<file path="config.mk">
export PLATFORM = sky130hd
export DESIGN_NAME = fpet_exception_unit
export DESIGN_NICKNAME = d
export VERILOG_FILES = /design/src/hw/fpet_exception_unit.v /design/src/hw/fpet_branch_entry.v
export VERILOG_INCLUDE_DIRS = /design/src /design/src/hw
export SDC_FILE = /design/constraint.sdc
export NUM_CORES = 2
export LEC_CHECK = 0
export BUFFER_PORTS_ARGS = -buffer_cell sky130_fd_sc_hd__buf_2
export CAP_MARGIN = 20
export CORE_MARGIN = 2
export CORE_UTILIZATION = 53
export CTS_CLUSTER_DIAMETER = 100
export CTS_CLUSTER_SIZE = 16
export DETAILED_ROUTE_END_ITERATION = 8
export GPL_ROUTABILITY_DRIVEN = 0
export PLACE_DENSITY = 0.77
export SYNTH_ARGS = -nofsm -noshare
export SYNTH_HDL_FRONTEND = slang
export SYNTH_SLANG_ARGS = --single-unit
</file>
<file path="constraint.sdc">
create_clock -name ref_clk -period 36.1 [get_ports ref_clk]
set_input_delay 5.415 -clock ref_clk [delete_from_list [all_inputs] [get_ports ref_clk]]
set_output_delay 5.415 -clock ref_clk [all_outputs]
set_load 0.03 [all_outputs]
</file>
<file path="src/hw/fpet_consts.vh">
`ifndef FPET_CONSTS_VH
`define FPET_CONSTS_VH

// ------------------------------------------------------------
// Operand formats
// ------------------------------------------------------------
`define FPET_FMT_LONG      3'h0
`define FPET_FMT_SINGLE    3'h1
`define FPET_FMT_EXTENDED  3'h2
`define FPET_FMT_PACKED    3'h3
`define FPET_FMT_WORD      3'h4
`define FPET_FMT_DOUBLE    3'h5
`define FPET_FMT_BYTE      3'h6

// ------------------------------------------------------------
// Extra cycle and read counts
// ------------------------------------------------------------
`define FPET_ADD_INTEGER   8'h03
`define FPET_ADD_EXTENDED  8'h02
`define FPET_ADD_MEMIND    8'h02
`define FPET_ADD_MEMIND_RD 4'h1
`define FPET_ADD_DBL_IMM   8'h01

// ------------------------------------------------------------
// Instruction classes, vectors, trace and cache modes
// ------------------------------------------------------------
`define FPET_CLASS_ZERO    2'h0
`define FPET_CLASS_TWO     2'h2
`define FPET_CLASS_THREE   2'h3
`define FPET_VEC_INEXACT   8'h31
`define FPET_VEC_SNAN      8'h36
`define FPET_VEC_OPERR     8'h34
`define FPET_VEC_NONE      8'h00
`define FPET_TRACE_FLOW    2'h1
`define FPET_TRACE_ALL     2'h2
`define FPET_CM_NC_PRECISE 2'h2
`define FPET_CM_NC_IMPREC  2'h3

// ------------------------------------------------------------
// Branch cache geometry
// ------------------------------------------------------------
`define FPET_BC_IDX_W      4
`define FPET_BC_IDX_LO     2
`define FPET_BC_ENTRIES    16
`define FPET_BC_TAG_W      26
`define FPET_BC_FLUSH_BIT  22

`endif

</file>
<file path="src/hw/fpet_exception_unit.v">
// Behaviour
// [RULE_01] Byte, word or long external operand adds three cycles.
// [RULE_02] Extended external operand adds two cycles, except multi-register moves.
// [RULE_03] Memory-indirect indexed mode adds two cycles and one read.
// [RULE_04] Double precision immediate operand adds one cycle, no bus access.
// [RULE_05] Accesses stay in program order; noncachable regions are serialized.
// [RULE_06] Change-of-flow trace encoding never raises a trace exception.
// [RULE_07] Branch cache uses logical index; a control register write with bit 22 set flushes it.
// [RULE_08] Class two special single/double source is saved unconverted.
// [RULE_09] Class three enabled SNaN/operand error skips default result write.
// [RULE_10] Inexact is pre-instruction for classes zero, two; post for three.
// [RULE_11] Inexact exception uses vector forty-nine.
// [RULE_12] Inexact state frame is valid with extended-converted source.
// [RULE_13] Disabled inexact trap: no exception, rounded result delivered.
// [RULE_14] System logic should block interrupts while locked transfer shows.
// [RULE_15] Saved frame records the causing instruction class.
`timescale 1ns/1ps
`include "fpet_consts.vh"

module fpet_exception_unit (
   input  wire          ref_clk,
   input  wire          rst,
   // Instruction issue
   input  wire          issueValid,
   input  wire [7:0]    baseCycles,
   input  wire [3:0]    baseReads,
   input  wire          extOperand,
   input  wire [2:0]    srcFormat,
   input  wire          multiRegMove,
   input  wire          memIndirect,
   input  wire          immOperand,
   // Completion and exception sources
   input  wire          doneValid,
   input  wire [1:0]    instrClass,
   input  wire          inexactCond,
   input  wire          inexactEnable,
   input  wire          snanCond,
   input  wire          snanEnable,
   input  wire          operrCond,
   input  wire          operrEnable,
   input  wire          srcSpecial,
   input  wire [79:0]   srcConverted,
   input  wire [79:0]   srcRaw,
   input  wire [79:0]   resultIn,
   // Trace
   input  wire          traceStep,
   input  wire [1:0]    traceMode,
   // Memory access ordering
   input  wire          accReq,
   input  wire [1:0]    cacheModeField,
   input  wire          accDone,
   // Branch cache
   input  wire          cacheControlWrite,
   input  wire [31:0]   cacheControlData,
   input  wire          bcFill,
   input  wire [31:0]   bcFillAddr,
   input  wire [31:0]   bcFillTarget,
   input  wire [31:0]   bcLookupAddr,
   // Outputs
   output reg  [7:0]    totalCycles_reg,
   output reg  [3:0]    totalReads_reg,
   output reg           timingValid_reg,
   output reg           excTake_reg,
   output reg           excPre_reg,
   output reg  [7:0]    excVector_reg,
   output reg           frameValid_reg,
   output reg  [1:0]    frameClass_reg,
   output reg  [79:0]   frameOperand_reg,
   output reg           resultWrite_reg,
   output reg  [79:0]   resultOut_reg,
   output reg           traceExc_reg,
   output reg           accGrant_reg,
   output reg           bcHit_reg,
   output reg  [31:0]   bcTarget_reg
);

   // ------------------------------------------------------------
   // Execution time adjustment
   // ------------------------------------------------------------
   wire fmtInteger = (srcFormat == `FPET_FMT_BYTE) | (srcFormat == `FPET_FMT_WORD)
                   | (srcFormat == `FPET_FMT_LONG);
   wire fmtExt     = (srcFormat == `FPET_FMT_EXTENDED);
   wire fmtDbl     = (srcFormat == `FPET_FMT_DOUBLE);

   wire [7:0] addInt  = (extOperand & fmtInteger) ? `FPET_ADD_INTEGER : 8'h00; // see [RULE_01]
   wire [7:0] addExt  = (extOperand & fmtExt & ~multiRegMove) ?
                        `FPET_ADD_EXTENDED : 8'h00;                           // see [RULE_02]
   wire [7:0] addInd  = memIndirect ? `FPET_ADD_MEMIND : 8'h00;               // see [RULE_03]
   wire [3:0] addRd   = memIndirect ? `FPET_ADD_MEMIND_RD : 4'h0;             // see [RULE_03]
   wire [7:0] addImm  = (immOperand & fmtDbl) ? `FPET_ADD_DBL_IMM : 8'h00;   // see [RULE_04]

   wire [7:0] cyclesNext = baseCycles + addInt + addExt + addInd + addImm;
   wire [3:0] readsNext  = baseReads + addRd;

   always @(posedge ref_clk or posedge rst) begin
      if (rst) begin
         totalCycles_reg <= 8'h00;
         totalReads_reg  <= 4'h0;
         timingValid_reg <= 1'b0;
      end else begin
         timingValid_reg <= issueValid;
         if (issueValid) begin
            totalCycles_reg <= cyclesNext;
            totalReads_reg  <= readsNext;
         end
      end
   end

   // ------------------------------------------------------------
   // Exception selection and state frame
   // ------------------------------------------------------------
   // Enabled SNaN/operand error outrank inexact, matching the usual priority
   wire snanTrap  = snanCond & snanEnable;
   wire operrTrap = operrCond & operrEnable;
   wire inexTrap  = inexactCond & inexactEnable;          // see [RULE_13]
   wire isPost    = (instrClass == `FPET_CLASS_THREE);
   wire anyTrap   = snanTrap | operrTrap | inexTrap;

   reg [7:0]  vecNext;
   reg [79:0] frameOpNext;
   always @* begin
      vecNext     = `FPET_VEC_NONE;
      frameOpNext = srcConverted;
      if (snanTrap) begin
         vecNext = `FPET_VEC_SNAN;
      end else if (operrTrap) begin
         vecNext = `FPET_VEC_OPERR;
      end else if (inexTrap) begin
         vecNext = `FPET_VEC_INEXACT;                      // see [RULE_11]
      end
      // Special single/double sources are left for the handler to convert
      if ((snanTrap | operrTrap) & (instrClass == `FPET_CLASS_TWO) & srcSpecial &
          ((srcFormat == `FPET_FMT_SINGLE) | fmtDbl)) begin
         frameOpNext = srcRaw;                             // see [RULE_08]
      end
   end

   always @(posedge ref_clk or posedge rst) begin
      if (rst) begin
         excTake_reg      <= 1'b0;
         excPre_reg       <= 1'b0;
         excVector_reg    <= `FPET_VEC_NONE;
         frameValid_reg   <= 1'b0;
         frameClass_reg   <= `FPET_CLASS_ZERO;
         frameOperand_reg <= 80'h0;
         resultWrite_reg  <= 1'b0;
         resultOut_reg    <= 80'h0;
      end else begin
         excTake_reg     <= doneValid & anyTrap;
         // Post-instruction traps still skip the write when SNaN/operr are enabled
         resultWrite_reg <= doneValid & isPost & ~snanTrap & ~operrTrap; // see [RULE_09]
         if (doneValid) begin
            resultOut_reg <= resultIn;                     // see [RULE_13]
         end
         if (doneValid & anyTrap) begin
            excPre_reg       <= ~isPost;                   // see [RULE_10]
            excVector_reg    <= vecNext;
            frameValid_reg   <= 1'b1;                      // see [RULE_12]
            frameClass_reg   <= instrClass;                // see [RULE_15]
            frameOperand_reg <= frameOpNext;               // see [RULE_12]
         end
      end
   end

   // ------------------------------------------------------------
   // Trace
   // ------------------------------------------------------------
   always @(posedge ref_clk or posedge rst) begin
      if (rst) begin
         traceExc_reg <= 1'b0;
      end else begin
         traceExc_reg <= traceStep & (traceMode == `FPET_TRACE_ALL); // see [RULE_06]
      end
   end

   // ------------------------------------------------------------
   // Memory access ordering
   // ------------------------------------------------------------
   // One access in flight at a time keeps strict program order; a
   // noncachable access additionally waits for the previous to retire.
   reg busy_reg;
   wire ncAccess = (cacheModeField == `FPET_CM_NC_PRECISE) |
                   (cacheModeField == `FPET_CM_NC_IMPREC);
   wire grantNow = accReq & (~busy_reg | accDone) & ~(ncAccess & busy_reg);

   always @(posedge ref_clk or posedge rst) begin
      if (rst) begin
         busy_reg     <= 1'b0;
         accGrant_reg <= 1'b0;
      end else begin
         accGrant_reg <= grantNow;                         // see [RULE_05]
         if (grantNow) begin
            busy_reg <= 1'b1;
         end else if (accDone) begin
            busy_reg <= 1'b0;
         end
      end
   end

   // ------------------------------------------------------------
   // Branch cache
   // ------------------------------------------------------------
   // One bit of the cache control write requests a branch cache clear
   wire bcFlush = cacheControlWrite & cacheControlData[`FPET_BC_FLUSH_BIT]; // see [RULE_07]

   wire [`FPET_BC_IDX_W-1:0] fillIdx =
      bcFillAddr[`FPET_BC_IDX_LO + `FPET_BC_IDX_W - 1:`FPET_BC_IDX_LO];
   wire [`FPET_BC_IDX_W-1:0] lookIdx =
      bcLookupAddr[`FPET_BC_IDX_LO + `FPET_BC_IDX_W - 1:`FPET_BC_IDX_LO];

   wire [`FPET_BC_ENTRIES-1:0]                 entValid;
   wire [`FPET_BC_ENTRIES*`FPET_BC_TAG_W-1:0]  entTag;
   wire [`FPET_BC_ENTRIES*32-1:0]              entTarget;

   genvar g;
   generate
      for (g = 0; g < `FPET_BC_ENTRIES; g = g + 1) begin : bcEntry
         fpet_branch_entry uEntry (
            .ref_clk     (ref_clk),
            .rst         (rst),
            .flush       (bcFlush),
            .writeEn     (bcFill & (fillIdx == g)),
            .writeTag    (bcFillAddr[31:32-`FPET_BC_TAG_W]),
            .writeTarget (bcFillTarget),
            .valid_reg   (entValid[g]),
            .tag_reg     (entTag[g*`FPET_BC_TAG_W +: `FPET_BC_TAG_W]),
            .target_reg  (entTarget[g*32 +: 32])
         );
      end
   endgenerate

   wire lookHit = entValid[lookIdx] &
      (entTag[lookIdx*`FPET_BC_TAG_W +: `FPET_BC_TAG_W] ==
       bcLookupAddr[31:32-`FPET_BC_TAG_W]);

   always @(posedge ref_clk or posedge rst) begin
      if (rst) begin
         bcHit_reg    <= 1'b0;
         bcTarget_reg <= 32'h0;
      end else begin
         bcHit_reg    <= lookHit & ~bcFlush;
         bcTarget_reg <= entTarget[lookIdx*32 +: 32];
      end
   end

endmodule

</file>
<file path="src/hw/fpet_branch_entry.v">
`timescale 1ns/1ps
`include "fpet_consts.vh"

// One branch cache entry, indexed by logical address bits only
module fpet_branch_entry (
   input  wire                         ref_clk,
   input  wire                         rst,
   input  wire                         flush,
   input  wire                         writeEn,
   input  wire [`FPET_BC_TAG_W-1:0]    writeTag,
   input  wire [31:0]                  writeTarget,
   output reg                          valid_reg,
   output reg  [`FPET_BC_TAG_W-1:0]    tag_reg,
   output reg  [31:0]                  target_reg
);

   always @(posedge ref_clk or posedge rst) begin
      if (rst) begin
         valid_reg  <= 1'b0;
         tag_reg    <= {`FPET_BC_TAG_W{1'b0}};
         target_reg <= 32'h0;
      end else if (flush) begin
         // Flush beats a same-cycle fill so stale aliases never survive
         valid_reg  <= 1'b0; // see [RULE_07]
      end else if (writeEn) begin
         valid_reg  <= 1'b1;
         tag_reg    <= writeTag;
         target_reg <= writeTarget;
      end
   end

endmodule

</file>
==> impl_metrics.ini <==
[layout]
area_growth_syn_to_layout_pct = 11.8
nNetsFinal = 4214
largest_reg_flops = 512
layoutNonFillerInstCount = 5096
drive_gt1_share_pct = 53.2
fillCellCount = 7390
multi_input_area_um2 = 21400
seq_area_um2 = 29100

[timing]
setup_viol = 0
max_freq_ghz = 0.113
finalHoldViolations = 0
whs_ns = 0.470
skew_ns = 0.0162
rsz0062_at_grt = no
final.setup.tns_ns = 0
period_needed_ns = 8.86
relSlewSlack_pct = 27.8
post-route-period-util_pct = 24.5
slew_viol_final = 0
worst_slew_pin_slew_ns = 1.08

[logic_synthesis]
synth_edf_count = 0
synthFlopType = dfrtp_1
yosysTopAreaCellShare_pct = 56.2
synth-async-reset-ratio_pct = 100
synth.area.top_cells = dfrtp_1 56%, mux2_2 22%, mux4_2 11%, mux2i_1 2.5%, clkbuf_1 1.3%
synth.distinct_cells = 73
netlist_instances = 3351
ys_seq_elements = 1163
yosys.area.top_type = dfrtp_1
synth.avg_cell_area_um2 = 15.5
synth_area_um2 = 51800
ys_warn_count = 0
ys_seq_area_share_pct = 56.2

[placement]
dp_hpwl_mm = 84.1
placedCellCount = 4990
port_buffers = 591

[cts]
insertion_delay_ns = 0.68
root_buffer = clkbuf_16
post_cts_resized = 0
cts_tree = done
clkSinkCount = 1163
post-cts-setup-buffers = 0
clk_path_buf_depth = 3
clkTransAtPathRegs_ns = 0.08
hold_buffers = 0
h-tree-depth = 3
numCtsBuffers = 82

[global_route]
antenna_found_initial = 56
grt_usage_pct = 27.1
grt_max_degree = 182
grt_pass1_wl_mm = 203
first_global_vias = 32200
grt.overflow.total = 0

[min_path]
min_path_type = reg -> reg

[floorplan]
io_pins = 631
coreArea_um2 = 96700
die_y_um = 317
initial_utilization_pct = 53.5
die_w_um = 317
rows = 114
dieArea_um2 = 100000

[worst_setup_path]
crit_family = buffers and inverters
slowest_stage = buf_4
start_kind = input port
crit_path_cell_trace = buf_6 -> buf_4 -> buf_4 -> mux4_2 -> and2_1 -> a211oi_1 -> mux2_2 -> nor4_1 -> nand4_1 -> nor4_2
path_common_cell = buf_4
crit_path_max_incr_delay_ns = 0.77
end_kind = flip-flop
worstPathMaxFanout = 51
critPathKind = in -> reg
cp.buffers_inverters = 3
arrival_ns = 9.45
critPathRequiredTime_ns = 36.69

[power_and_ir_drop]
power.total_mw = 3.31
p_leak_nw = 25.9
ir_worst_vdd_mv = 0.0352
power_density_nw_per_um2 = 57.1

[drt]
ant_nets = 0
firstDrtPassIters = 5
drc = 0
vias = 30800
wl_per_cell_um = 26.5
drt_iter0_markers = 1989
viasPerCell = 6.04
routed_wirelength_mm = 135

[flow_run]
maxCapViolations = 0

[status]
status = finished clean
==> logic make-up after synthesis <==
logic type / after synthesis / share of synthesized area [%]
fa+ha+maj: 7 / 0.213
mux: 1407 / 35.8
other cells: 1 / 0.00724
xor+xnor: 39 / 0.660
buf+inv: 298 / 2.59
simple gates: 236 / 2.08
compound gates: 200 / 2.47
flops: 1163 / 56.2
==> layout by cell type, fill, tap and decap left out, types with 12 or more instances in the layout <==
cell type,netlist,final
mux4_2,246,246
dfrtp_1,1163,1163
mux2i_1,129,129
nor2_1,34,27
nand2b_1,14,13
inv_1,18,17
mux2_2,1026,1026
a21oi_1,13,13
diode_2,0,16
buf_2,27,586
buf_4,18,47
xor2_1,17,17
o22ai_1,12,12
clkbuf_16,0,82
o21ai_0,96,96
xnor2_1,22,22
nand2_1,129,127
nand3_1,14,14
==> area by class of cell <==
type	instances	area share, %
Antenna cell	16	0.0692
Clock buffer	83	3.55
Clock inverter	7	0.264
Inverter	19	0.130
Multi-Input combinational cell	1892	37.1
Sequential cell	1163	50.3
Tap cell	1276	2.76
Timing Repair Buffer	640	5.89
==> power by group <==
group | internal [mW] | switching [mW] | leakage, nW
registers | 1.59 | 0.138 | 14.4
clock network | 0.417 | 0.454 | 1.08
logic | 0.385 | 0.326 | 10.4
total | 2.39 | 0.918 | 25.9
==> worst paths after layout <==
path | endpoint | depth (start not counted) | slack [ns] | from
min reg2reg | frameValid_reg | 1 | 0.47 | frameValid_reg
min | frameValid_reg | 1 | 0.47 | frameValid_reg
min in group asynchronous | excVector_reg[0] | 2 | 4.91 | rst
max | bcHit_reg | 10 | 27.24 | bcLookupAddr[4]
max in group asynchronous | bcEntry[1].uEntry.tag_reg[23] | 6 | 27.39 | rst
max reg2reg | bcHit_reg | 7 | 33.49 | bcEntry[7].uEntry.tag_reg[11]
==> metrics by stage <==
step	setup slack (ns)	utilization, %	area, um^2
floorplan	14.63	-	51800
global placement	26.53	57.5	55600
detailed placement	26.49	57.5	55600
CTS	27.21	59.8	57800
global route	26.80	59.8	57900
finish	27.24	59.8	57900
==> Yosys cell counts, drive strengths merged (2+ instances only) <==
cell type and instances:
dfrtp 1163, mux2 1027, mux4 251, clkbuf 177, mux2i 129, nand2 129
buf 102, o21ai 97, nor2 35, xnor2 22, inv 19, xor2 17
nand2b 14, nand3 14, a21oi 13, o22ai 13, a21o 10, a22oi 8
a31oi 8, nor3 8, a221oi 6, a22o 6, nor4 6, nand3b 5
nor2b 5, a21boi 4, and2 4, ha 4, nand4b 4, o2111ai 4
o211ai 4, fa 3, nand4 3, nor3b 3, o22a 3, o31ai 3
a211o 2, a211oi 2, a221o 2, a32oi 2, o32a 2, or3 2
==> routing by layer <==
metal / global-route usage, % / vias to the layer above / wire [um]
met5: 0 / - / 269
met4: 9.88 / 40 / 4820
met3: 6.06 / 266 / 9340
met2: 45.0 / 991 / 66600
met1: 35.1 / 16300 / 53800
li1: - / 13100 / -
Note: power is estimated with default switching activity, not from simulation.
